`src/hdl/dma_irq_pkg.sv`:
```
// Constants shared by the DMA interrupt enable and status/ID block
package dma_irq_pkg;

  // ************************************************************
  // Register offsets
  // ************************************************************
  localparam logic [11:0] CONFIG_OFFSET = 12'h008;
  localparam logic [11:0] ENABLE_OFFSET = 12'h012;
  localparam logic [11:0] VECTOR_OFFSET = 12'h020;

  // ************************************************************
  // Field positions
  // ************************************************************
  localparam int SEL8_BIT = 15;
  localparam int SELLA_BIT = 14;
  localparam int RSV13_BIT = 13;
  localparam int RSV11_BIT = 11;
  localparam int FLAG_BIT = 7;
  localparam int LEVEL_LSB = 0;
  localparam int QUAL_BIT = 11;
  localparam int CMD_BIT = 8;
  localparam int VEC_LSB = 3;

  // ************************************************************
  // Reset and fixed values
  // ************************************************************
  localparam logic [4:0] VEC_RESET = 5'h00;
  localparam logic [2:0] LEVEL_RESET = 3'h0;
  localparam logic [2:0] VEC_LOW_IACK = 3'h3;
  localparam logic [2:0] VEC_LOW_READ = 3'h0;
  localparam logic [15:0] UNMAPPED_DATA = 16'h0000;

  // ************************************************************
  // Acknowledge cycle sizes
  // ************************************************************
  localparam logic [1:0] SIZE_8 = 2'h0;
  localparam logic [1:0] SIZE_16 = 2'h1;
  localparam logic [1:0] SIZE_32 = 2'h2;

  typedef enum logic [1:0] {
    IACK_IDLE = 2'b00,
    IACK_ANSWER = 2'b01,
    IACK_WAIT_END = 2'b11
  } iack_state_e;

endpackage

```
`src/hdl/status_id_builder.sv`:
```
// Registered status/ID word composer for acknowledge cycles
`timescale 1ns/1ps
module status_id_builder (
  input wire logic clk,
  input wire logic srst,
  input wire logic load,
  input wire logic sel8,
  input wire logic sel_la,
  input wire logic [4:0] vector_upper_field,
  input wire logic [7:0] logical_addr,
  output logic [15:0] status_id
);

  // ************************************************************
  // Composition
  // ************************************************************
  logic [7:0] vec_byte;
  logic [15:0] word_nxt;
  logic [15:0] status_id_r;

  assign vec_byte = {vector_upper_field, dma_irq_pkg::VEC_LOW_IACK};
  assign word_nxt = !sel8 ? {vec_byte, logical_addr} :
                    sel_la ? {8'h00, logical_addr} :
                    {8'h00, vec_byte};

  always_ff @(posedge clk) begin
    if (srst) begin
      status_id_r <= 16'h0000;
    end else if (load) begin
      status_id_r <= word_nxt;
    end
  end

  assign status_id = status_id_r;

endmodule

```
`src/hdl/dma_irq_ctrl.sv`:
```
// DMA completion interrupt: enable, configuration, status/ID and acknowledge
//
// Behaviour
// - Writing qualifier 1 and command 1 together enables the DMA interrupt.
// - Writing qualifier 1 and command 0 together disables the DMA interrupt.
// - Qualifier position reads 1 while enabled, 0 while disabled.
// - Hard reset disables the interrupt; soft reset leaves enable state alone.
// - Command bit acts only on writes and always reads back 0.
// - Reserved bits written as 0; reads of them may return anything. The code needs bits 13 and 11 written as 1 before any line is driven.
// - Interrupt is asserted only on backplane request lines.
// - With 8-bit and logical-address selects set, only logical address is returned.
// - 16-bit mode returns vector byte high and logical address low.
// - 16-bit mode places the writable vector field on bits 15 to 11.
// - 8-bit mode without address select places the field on bits 7 to 3.
// - Fixed low bits go to 10..8 in 16-bit, 2..0 in 8-bit mode.
// - Fixed low bits answer 011 on acknowledge, read 000 directly.
// - Writable vector field accepts any value software writes.
// - Hard reset clears the vector field; soft reset leaves it.
// - 8-bit mode answers any size; 16-bit mode ignores 8-bit acknowledges.
// - Condition flag stays set until re-armed; acknowledge releases line only.
// - Three-bit level picks request line 7 down to 1.
`timescale 1ns/1ps
module dma_irq_ctrl (
  input wire logic clk,
  input wire logic srst,
  input wire logic soft_rst,
  input wire logic reg_wr,
  input wire logic reg_rd,
  input wire logic [11:0] reg_addr,
  input wire logic [1:0] reg_be,
  input wire logic [15:0] reg_wdata,
  output logic [15:0] reg_rdata,
  output logic reg_ack,
  input wire logic dma_irq_cond,
  input wire logic [7:0] logical_addr,
  output logic [7:1] irq_line_out,
  output logic [7:1] irq_line_oe_n,
  input wire logic iack_req,
  input wire logic [2:0] iack_level,
  input wire logic [1:0] iack_size,
  output logic iack_ack,
  output logic [15:0] iack_data,
  output logic irq_condition_flag
);

  // ************************************************************
  // Helpers
  // ************************************************************
  // Offset match shared by the read and write decodes
  function automatic logic addr_hit(
    input logic [11:0] addr,
    input logic [11:0] offset
  );
    addr_hit = (addr == offset);
  endfunction

  // Byte lane 1 holds bits 15..8, lane 0 holds bits 7..0
  function automatic logic lane_hit(
    input logic wr,
    input logic [11:0] addr,
    input logic [11:0] offset,
    input logic be
  );
    lane_hit = wr && addr_hit(addr, offset) && be;
  endfunction

  // ************************************************************
  // State
  // ************************************************************
  logic enable_r;
  logic enable_nxt;
  logic sel8_r;
  logic sel8_nxt;
  logic sel_la_r;
  logic sel_la_nxt;
  logic rsv13_r;
  logic rsv13_nxt;
  logic rsv11_r;
  logic rsv11_nxt;
  logic [2:0] level_r;
  logic [2:0] level_nxt;
  logic [4:0] vec_r;
  logic [4:0] vec_nxt;
  logic flag_r;
  logic flag_nxt;
  logic acked_r;
  logic acked_nxt;
  logic [15:0] rdata_r;
  logic [15:0] rdata_nxt;
  logic ack_r;
  logic ack_nxt;
  dma_irq_pkg::iack_state_e state_r;
  dma_irq_pkg::iack_state_e state_nxt;

  // ************************************************************
  // Pin synchronisers
  // ************************************************************
  // Acknowledge signals come off the backplane, so they are retimed first
  logic iack_req_m_r;
  logic iack_req_s_r;
  logic [2:0] iack_level_m_r;
  logic [2:0] iack_level_s_r;
  logic [1:0] iack_size_m_r;
  logic [1:0] iack_size_s_r;

  always_ff @(posedge clk) begin
    if (srst) begin
      iack_req_m_r <= 1'b0;
      iack_req_s_r <= 1'b0;
      iack_level_m_r <= 3'h0;
      iack_level_s_r <= 3'h0;
      iack_size_m_r <= 2'h0;
      iack_size_s_r <= 2'h0;
    end else begin
      iack_req_m_r <= iack_req;
      iack_req_s_r <= iack_req_m_r;
      iack_level_m_r <= iack_level;
      iack_level_s_r <= iack_level_m_r;
      iack_size_m_r <= iack_size;
      iack_size_s_r <= iack_size_m_r;
    end
  end

  // ************************************************************
  // Acknowledge input qualification
  // ************************************************************
  // Level and size bits can skew against the request across the crossing,
  // so the word is only trusted once two samples agree
  logic iack_req_q_r;
  logic [2:0] iack_level_q_r;
  logic [1:0] iack_size_q_r;
  logic iack_settled;

  always_ff @(posedge clk) begin
    if (srst) begin
      iack_req_q_r <= 1'b0;
      iack_level_q_r <= 3'h0;
      iack_size_q_r <= 2'h0;
    end else begin
      iack_req_q_r <= iack_req_s_r;
      iack_level_q_r <= iack_level_s_r;
      iack_size_q_r <= iack_size_s_r;
    end
  end

  assign iack_settled = iack_req_s_r && iack_req_q_r &&
                        (iack_level_s_r == iack_level_q_r) && (iack_size_s_r == iack_size_q_r);

  // ************************************************************
  // Register write decode
  // ************************************************************
  logic cfg_hi_wr;
  logic cfg_lo_wr;
  logic en_hi_wr;
  logic vec_lo_wr;
  logic qual_set;

  assign cfg_hi_wr = lane_hit(reg_wr, reg_addr, dma_irq_pkg::CONFIG_OFFSET, reg_be[1]);
  assign cfg_lo_wr = lane_hit(reg_wr, reg_addr, dma_irq_pkg::CONFIG_OFFSET, reg_be[0]);
  assign en_hi_wr = lane_hit(reg_wr, reg_addr, dma_irq_pkg::ENABLE_OFFSET, reg_be[1]);
  assign vec_lo_wr = lane_hit(reg_wr, reg_addr, dma_irq_pkg::VECTOR_OFFSET, reg_be[0]);
  // A write without the qualifier leaves the enable state untouched
  assign qual_set = reg_wdata[dma_irq_pkg::QUAL_BIT];

  assign enable_nxt = (en_hi_wr && qual_set) ? reg_wdata[dma_irq_pkg::CMD_BIT] : enable_r;
  assign sel8_nxt = cfg_hi_wr ? reg_wdata[dma_irq_pkg::SEL8_BIT] : sel8_r;
  assign sel_la_nxt = cfg_hi_wr ? reg_wdata[dma_irq_pkg::SELLA_BIT] : sel_la_r;
  assign rsv13_nxt = cfg_hi_wr ? reg_wdata[dma_irq_pkg::RSV13_BIT] : rsv13_r;
  assign rsv11_nxt = cfg_hi_wr ? reg_wdata[dma_irq_pkg::RSV11_BIT] : rsv11_r;
  assign level_nxt = cfg_lo_wr ? reg_wdata[dma_irq_pkg::LEVEL_LSB +: 3] : level_r;
  assign vec_nxt = vec_lo_wr ? reg_wdata[dma_irq_pkg::VEC_LSB +: 5] : vec_r;

  // ************************************************************
  // Register read decode
  // ************************************************************
  logic [15:0] cfg_view;
  logic [15:0] en_view;
  logic [15:0] vec_view;
  logic hit_cfg;
  logic hit_en;
  logic hit_vec;

  assign hit_cfg = addr_hit(reg_addr, dma_irq_pkg::CONFIG_OFFSET);
  assign hit_en = addr_hit(reg_addr, dma_irq_pkg::ENABLE_OFFSET);
  assign hit_vec = addr_hit(reg_addr, dma_irq_pkg::VECTOR_OFFSET);

  // Unused bits read as zero; reserved bits 13 and 11 read back as written
  assign cfg_view = {sel8_r, sel_la_r, rsv13_r, 1'b0, rsv11_r, 3'h0,
                     flag_r, 4'h0, level_r};
  assign en_view = {4'h0, enable_r, 2'h0, 1'b0, 8'h00};
  assign vec_view = {8'h00, vec_r, dma_irq_pkg::VEC_LOW_READ};

  always_comb begin
    if (!reg_rd) begin
      rdata_nxt = rdata_r;
    end else if (hit_cfg) begin
      rdata_nxt = cfg_view;
    end else if (hit_en) begin
      rdata_nxt = en_view;
    end else if (hit_vec) begin
      rdata_nxt = vec_view;
    end else begin
      rdata_nxt = dma_irq_pkg::UNMAPPED_DATA;
    end
  end

  // Every access, mapped or not, is answered one cycle later
  assign ack_nxt = reg_wr || reg_rd;

  // ************************************************************
  // Interrupt condition and request line
  // ************************************************************
  logic ints_ready;
  logic line_active;
  logic [7:1] line_sel;

  // The level field is only meaningful with both reserved set-up bits written
  assign ints_ready = rsv13_r && rsv11_r && (level_r != 3'h0);

  // Condition latches and is dropped only once channel logic removes it
  // while the interrupt is disabled, which is the re-arm window
  assign flag_nxt = dma_irq_cond || (flag_r && enable_r);
  // Release after acknowledge holds until software disables the interrupt
  assign acked_nxt = (state_r == dma_irq_pkg::IACK_ANSWER) || (acked_r && enable_r);

  assign line_active = enable_r && flag_r && !acked_r && ints_ready;

  genvar lv;
  generate
    for (lv = 1; lv <= 7; lv++) begin : g_line
      assign line_sel[lv] = line_active && (level_r == 3'(lv));
      assign irq_line_out[lv] = 1'b0;
      assign irq_line_oe_n[lv] = !line_sel[lv];
    end
  endgenerate

  // ************************************************************
  // Acknowledge sequencer
  // ************************************************************
  logic level_match;
  logic size_ok;
  logic answer_go;

  assign level_match = (iack_level_s_r == level_r);
  assign size_ok = sel8_r || (iack_size_s_r == dma_irq_pkg::SIZE_16) ||
                   (iack_size_s_r == dma_irq_pkg::SIZE_32);
  // A refused size never answers, so the handler runs into its own timeout
  assign answer_go = iack_settled && level_match && line_active && size_ok;

  always_comb begin
    state_nxt = state_r;
    case (state_r)
      dma_irq_pkg::IACK_IDLE: begin
        if (answer_go) begin
          state_nxt = dma_irq_pkg::IACK_ANSWER;
        end
      end
      dma_irq_pkg::IACK_ANSWER: begin
        state_nxt = dma_irq_pkg::IACK_WAIT_END;
      end
      dma_irq_pkg::IACK_WAIT_END: begin
        if (!iack_req_s_r) begin
          state_nxt = dma_irq_pkg::IACK_IDLE;
        end
      end
      default: begin
        state_nxt = dma_irq_pkg::IACK_IDLE;
      end
    endcase
    // Soft reset only abandons a cycle in flight, never the settings
    if (soft_rst) begin
      state_nxt = dma_irq_pkg::IACK_IDLE;
    end
  end

  status_id_builder u_builder (
    .clk(clk),
    .srst(srst),
    .load(answer_go),
    .sel8(sel8_r),
    .sel_la(sel_la_r),
    .vector_upper_field(vec_r),
    .logical_addr(logical_addr),
    .status_id(iack_data)
  );

  // ************************************************************
  // Registers
  // ************************************************************
  always_ff @(posedge clk) begin
    if (srst) begin
      enable_r <= 1'b0;
      sel8_r <= 1'b0;
      sel_la_r <= 1'b0;
      rsv13_r <= 1'b0;
      rsv11_r <= 1'b0;
      level_r <= dma_irq_pkg::LEVEL_RESET;
      vec_r <= dma_irq_pkg::VEC_RESET;
    end else begin
      enable_r <= enable_nxt;
      sel8_r <= sel8_nxt;
      sel_la_r <= sel_la_nxt;
      rsv13_r <= rsv13_nxt;
      rsv11_r <= rsv11_nxt;
      level_r <= level_nxt;
      vec_r <= vec_nxt;
    end
  end

  always_ff @(posedge clk) begin
    if (srst) begin
      flag_r <= 1'b0;
      acked_r <= 1'b0;
      state_r <= dma_irq_pkg::IACK_IDLE;
    end else begin
      flag_r <= flag_nxt;
      acked_r <= acked_nxt;
      state_r <= state_nxt;
    end
  end

  always_ff @(posedge clk) begin
    if (srst) begin
      rdata_r <= 16'h0000;
      ack_r <= 1'b0;
    end else begin
      rdata_r <= rdata_nxt;
      ack_r <= ack_nxt;
    end
  end

  // ************************************************************
  // Outputs
  // ************************************************************
  assign reg_rdata = rdata_r;
  assign reg_ack = ack_r;
  assign iack_ack = (state_r == dma_irq_pkg::IACK_ANSWER);
  assign irq_condition_flag = flag_r;

endmodule

```
`config.mk`:
```
export PLATFORM = sky130hd
export DESIGN_NAME = dma_irq_ctrl
export DESIGN_NICKNAME = d
export VERILOG_FILES = /design/src/hdl/dma_irq_pkg.sv /design/src/hdl/status_id_builder.sv /design/src/hdl/dma_irq_ctrl.sv
export SDC_FILE = /design/constraint.sdc
export NUM_CORES = 1
export LEC_CHECK = 0
export BUFFER_PORTS_ARGS = -buffer_cell sky130_fd_sc_hd__buf_2
export CORE_ASPECT_RATIO = 1.2
export CORE_MARGIN = 1
export CORE_UTILIZATION = 40
export DETAILED_ROUTE_END_ITERATION = 6
export GPL_ROUTABILITY_DRIVEN = 0
export GPL_TIMING_DRIVEN = 0
export PLACE_DENSITY = 0.73
export RECOVER_POWER = 25
export SYNTH_ARGS = -nofsm -noshare
export SYNTH_HDL_FRONTEND = slang
export SYNTH_SLANG_ARGS = --single-unit
```
`constraint.sdc`:
```
create_clock -name clk -period 4 [get_ports clk]
set_clock_uncertainty 0.1 [all_clocks]
set_input_delay 0.6 -clock clk [delete_from_list [all_inputs] [get_ports clk]]
set_output_delay 0.6 -clock clk [all_outputs]
set_load 0.02 [all_outputs]
```
* Yosys cells after proc, flatten, opt, wreduce, memory -nomap -nowiden
Cells that the tools add are included.
Operators by class: multiplexer cells 8, reduce and logical (&&, ||, !) cells 44, equal/unequal tests 19
Operator list (count):
- 2-to-1 mux 16 bit | 2
- logical AND 1 bit | 27
- 2-to-1 mux 8 bit | 2
- == test 12 x 4 -> 1 bit, second input constant | 1
- == test 12 x 5 -> 1 bit, second input constant | 1
- == test 12 x 6 -> 1 bit, second input constant | 1
- == test 3 bit, second input constant | 4
- 2-to-1 mux 12 bit | 1
- zero test 1 bit | 8
- == test 3 x 2 -> 1 bit, second input constant | 2
- == test 3 bit | 2
- case mux 2 bit (3 select lines) | 1
- logical OR 1 bit | 5
- == test 2 x 1 -> 1 bit, second input constant | 2
- == test 2 bit, second input constant | 2
- 2-to-1 mux 2 bit | 2
- inequality test 2 bit, second input constant | 2
- == test 3 x 1 -> 1 bit, second input constant | 1
- nonzero test 3 bit | 1
- == test 2 bit | 1
- zero test 2 bit | 1
- AND reduction 2 bit | 1
- OR reduction 2 bit | 1
Storage, ports and cells: flip-flop bits (word level) 68

* Depth between registers and ports, before layout
depth after elaboration 8, gate-level depth with buffers 8, mapped depth without buffers 5

* Cells and area by module
Synthesis repeated with hierarchy kept, for this count alone.
Second synthesis, totals: cell total of the unflattened synthesis 293, area total of the unflattened synthesis 2632.5 µm²
Modules (own cells, without submodules):
- dma_irq_ctrl | times used 1, cells each 223, sequential area each 960.9 µm², area each 2043.2 µm²
- status_id_builder | times used 1, cells each 70, sequential area each 280.3 µm², area each 589.3 µm²

* Worst setup path before layout
OpenSTA, ideal clock, no wires.
path type input-to-reg, from in reg_addr[9], to reg level_r[0], required time 3.786 ns, data arrival time 1.945 ns, setup time 0.114 ns, path buffers 0, path slack 1.841 ns, cell stages on the path 5, cells stage by stage or4_4 nor4_4 nand4_2 mux2i_1 nor2_1
Between the ends: word-level cells in the longest chain between the ends 3
RTL lines:
- start, declared | line dma_irq_ctrl.sv:29 | input wire logic [11:0] reg_addr,
- == test 12 x 4 -> 1 bit | line dma_irq_ctrl.sv:54 | addr_hit = (addr == offset);
- logical AND 1 bit (2 in a row) | line dma_irq_ctrl.sv:64 | lane_hit = wr && addr_hit(addr, offset) && be;
- end signal, assigned | line dma_irq_ctrl.sv:297 | level_r <= dma_irq_pkg::LEVEL_RESET;
- end signal, assigned | line dma_irq_ctrl.sv:305 | level_r <= level_nxt;
- end, declared | line dma_irq_ctrl.sv:80 | logic [2:0] level_r;
Every way passes these cells. A chain may end at the register's enable or synchronous reset.

* Worst setup path in the final report
from reg enable_r, to out irq_line_oe_n[7] in the netlist's numbering
Between the ends: word-level cells in the longest chain between the ends 5
RTL lines:
- start, declared | line dma_irq_ctrl.sv:70 | logic enable_r;
- start signal, assigned | line dma_irq_ctrl.sv:300 | enable_r <= enable_nxt;
- logical AND 1 bit (3 in a row) | line dma_irq_ctrl.sv:226 | assign line_active = enable_r && flag_r && !acked_r && ints_ready;
- logical AND 1 bit | line dma_irq_ctrl.sv:231 | assign line_sel[lv] = line_active && (level_r == 3'(lv));
- zero test 1 bit | line dma_irq_ctrl.sv:233 | assign irq_line_oe_n[lv] = !line_sel[lv];
- end, declared | line dma_irq_ctrl.sv:37 | output logic [7:1] irq_line_oe_n,
Every way passes these cells.

==> summary.txt <==
Finish
  • Non-Filler Instances: ~440
  • Register area: roughly 1200 µm²
  • Commonest non-fill, non-tap cells in the layout: 80 x buf_2, 62 x dfxtp_1, 32 x nor2_1
  • # fillers: 597
  • Diodes inserted: 0
  • Most common cell after layout, fill and taps aside: buf_2
  • Share of cells above drive strength 1: 35.2%
  • Post-layout util: around 54%
  • Final Net Count: a little over 400
  • Area growth syn-to-layout: 27.5%
  • Area of the multi-input gates: around 1200 µm²

Placed design
  • Placed Cells: between 400 and 500
  • Post-place setup slack: 1.59 ns
  • DP Wirelength: approximately 4200 µm
  • I/O Buffers: a little over 80

Die
  • Standard-cell rows: 31
  • Initial Utilization: a little over two fifths
  • Die Footprint: a little under 7000 µm²
  • IO Pins: around 100
  • Die X: 75.4 µm
  • Die height: about 90 µm
  • CORE AREA: 6130 µm²

Drt
  • Iter 0 DRT Violations: 58
  • Vias per std cell: approximately 4.8
  • First-pass iteration count of the detailed router: 4
  • Antenna Nets Post-Route: 0
  • Vias: between 2k and 2.5k
  • Drt total wl: 5670 µm
  • # DRC: 0
  • Post-DR wirelength/cell: 12.8 µm

Clocking
  • Post-CTS Hold Fix Bufs: 0
  • CTS sink cnt: 62
  • CTS Buf Count: 9
  • Post-cts sizing count: 0
  • H-tree Lvls: 3
  • Clock Pin Slew Worst Setup and Hold Paths: approximately 0.060 ns
  • CTS tree: done
  • Clock Latency Late Sink: 0.33 ns
  • Clock Path Buffers: 2
  • Setup bufs post-CTS: 0
  • Root Driver: clkbuf_8

Timing
  • Worst hold slack: ~0.34 ns
  • Final setup fails: 0
  • Tcrit/Tclk final: about three fifths
  • Crit path time final: 2.35 ns
  • Final Hold Fails: 0
  • Setup TNS: 0 ns
  • Final slew viol count: 0
  • Fmax: around 430 MHz
  • Setup WS post-layout: between 1.5 and 2 ns
  • RSZ-0062 raised after global routing: no
  • Slew HR: a little under 50%
  • Worst Tran Pin Value: roughly 0.75 ns

Status
  • Status: completed

Synthesis
  • Yosys warnings: 0
  • Synthesis-stage register bit count: 62
  • Largest cells by area after synthesis: dfxtp_1 48%, mux2i_1 7.0%, nor2b_1 5.3%, nor2_1 4.6%, buf_4 4.4%
  • Synthesized area per cell: roughly 10 µm²
  • Netlist Area Pre-Place: about 2600 µm²
  • Yosys cell types: between 40 and 50
  • Cell accounting for the most synthesized area: dfxtp_1
  • Share of async-settable or async-resettable flops after synthesis: 0%
  • Seq/Total Area, Yosys: between 40 and 50%
  • Mapped Cells: around 250
  • Post-synth EDFFs: 0
  • Top cell type's share of synthesized area: around 48%
  • Main flop type after synthesis: dfxtp_1

Pwr
  • Power Density: ~370 nW/µm²
  • Leakage Power: about 0.0015 µW
  • Peak VDD IR: between 0.0002 and 0.00025 V

Worst hold path
  • Hold WC Path Type: reg -> reg

Global route
  • Largest net degree at the start of global routing: 11
  • Grt total ovfl: 0
  • Total Routing Usage GR: about 18%
  • Antenna violations before repair: 0
  • Vias in the first global route: 1975
  • Global-route wire length before repair: 9150 µm

Setup path
  • Worst EP required: 3.30 ns
  • Worst Path Arrival: about 1.7 ns
  • Crit path max fanout: 5
  • Setup crit end kind: primary output
  • Crit path launch type: flip-flop
  • Critical path class: reg -> out

Flow run
  • Max_cap viols: 0
-- report_power, final --
part	total [µW]	internal, µW	switching, µW
Combinational	82.8	38.0	44.8
Clock	511	286	224
Sequential	631	626	4.61
Total	1220	950	274
-- state kept, by name (all words and copies together), names as in the netlist, 2 cells and up --
signal	count
iack_level_m_r	3
iack_level_q_r	3
iack_level_s_r	3
iack_size_m_r	2
iack_size_q_r	2
iack_size_s_r	2
level_r	3
reg_rdata	12
state_r	2
u_builder.status_id	14
vec_r	5
-- worst max-delay path: stages, from the launching register on --
cell and delay (ns):
dfxtp_1 0.40, nand4_1 0.11, or2_2 0.33, nor2_1 0.22, nand3_1 0.10, buf_2 0.16
-- Yosys cell counts, types with 2 or more instances --
cell	number
clkbuf_8	3
clkbuf_1	6
buf_6	2
inv_1	3
nand3b_1	5
nand3_1	4
mux2i_1	18
a21oi_1	9
xnor2_1	6
nand4_4	2
a22o_2	4
nand2b_1	9
nand4_1	4
dfxtp_1	62
a22o_1	7
buf_4	15
nand2_1	5
nor4b_1	2
nor2_1	32
nor2b_1	22
a311oi_1	2
a211oi_1	7
nor4_1	3
-- logic make-up (layout without fill, tap and decap cells) --
group	count (synthesis)	after routing	synth area share [%]
buffers and inverters	31	128	8.51
AOI/OAI and AO/OA	34	34	10.1
other	1	12	0.145
xor gates and xnor gates	7	7	2.37
and+or+nand+nor	100	100	23.9
muxes	18	18	6.97
DFF	62	62	48.0
-- metal layers --
layer	vias up	part of all wire, %	wire length (µm)	track usage [%]
met3	11	5.7	326	6.17
met5	-	0	0	0
li1	1051	-	-	-
met4	0	1.6	90	6.79
met1	977	43	2430	21.2
met2	68	50	2830	29.8
-- final cells by class --
cell class	instances	area share [%]
Clock buffer	12	4.10
Buffer	28	5.80
Inverter	3	0.341
Multi-Input combinational cell	171	35.4
Timing Repair Buffer	81	12.2
Clock inverter	4	1.44
Tap cell	82	3.11
Sequential cell	62	37.6
-- metrics by stage --
stage,power (µW),area [µm²]
2_1_floorplan,693,2630
3_3_place_gp,727,3140
3_5_place_dp,730,3140
4_1_cts,1250,3320
5_1_grt,1290,3300
6_report,1220,3300
-- worst paths after layout --
| check | start | to | slack (ns) | cells after the start |
|---|---|---|---|---|
| max | enable_r | irq_line_oe_n[7] | 1.65 | 5 |
| min | iack_size_m_r[1] | iack_size_s_r[1] | 0.34 | 1 |
| max reg2reg | sel8_r | u_builder.status_id[2] | 1.90 | 7 |
| min reg2reg | iack_size_m_r[1] | iack_size_s_r[1] | 0.34 | 1 |
(Power assumes the default switching activity.)
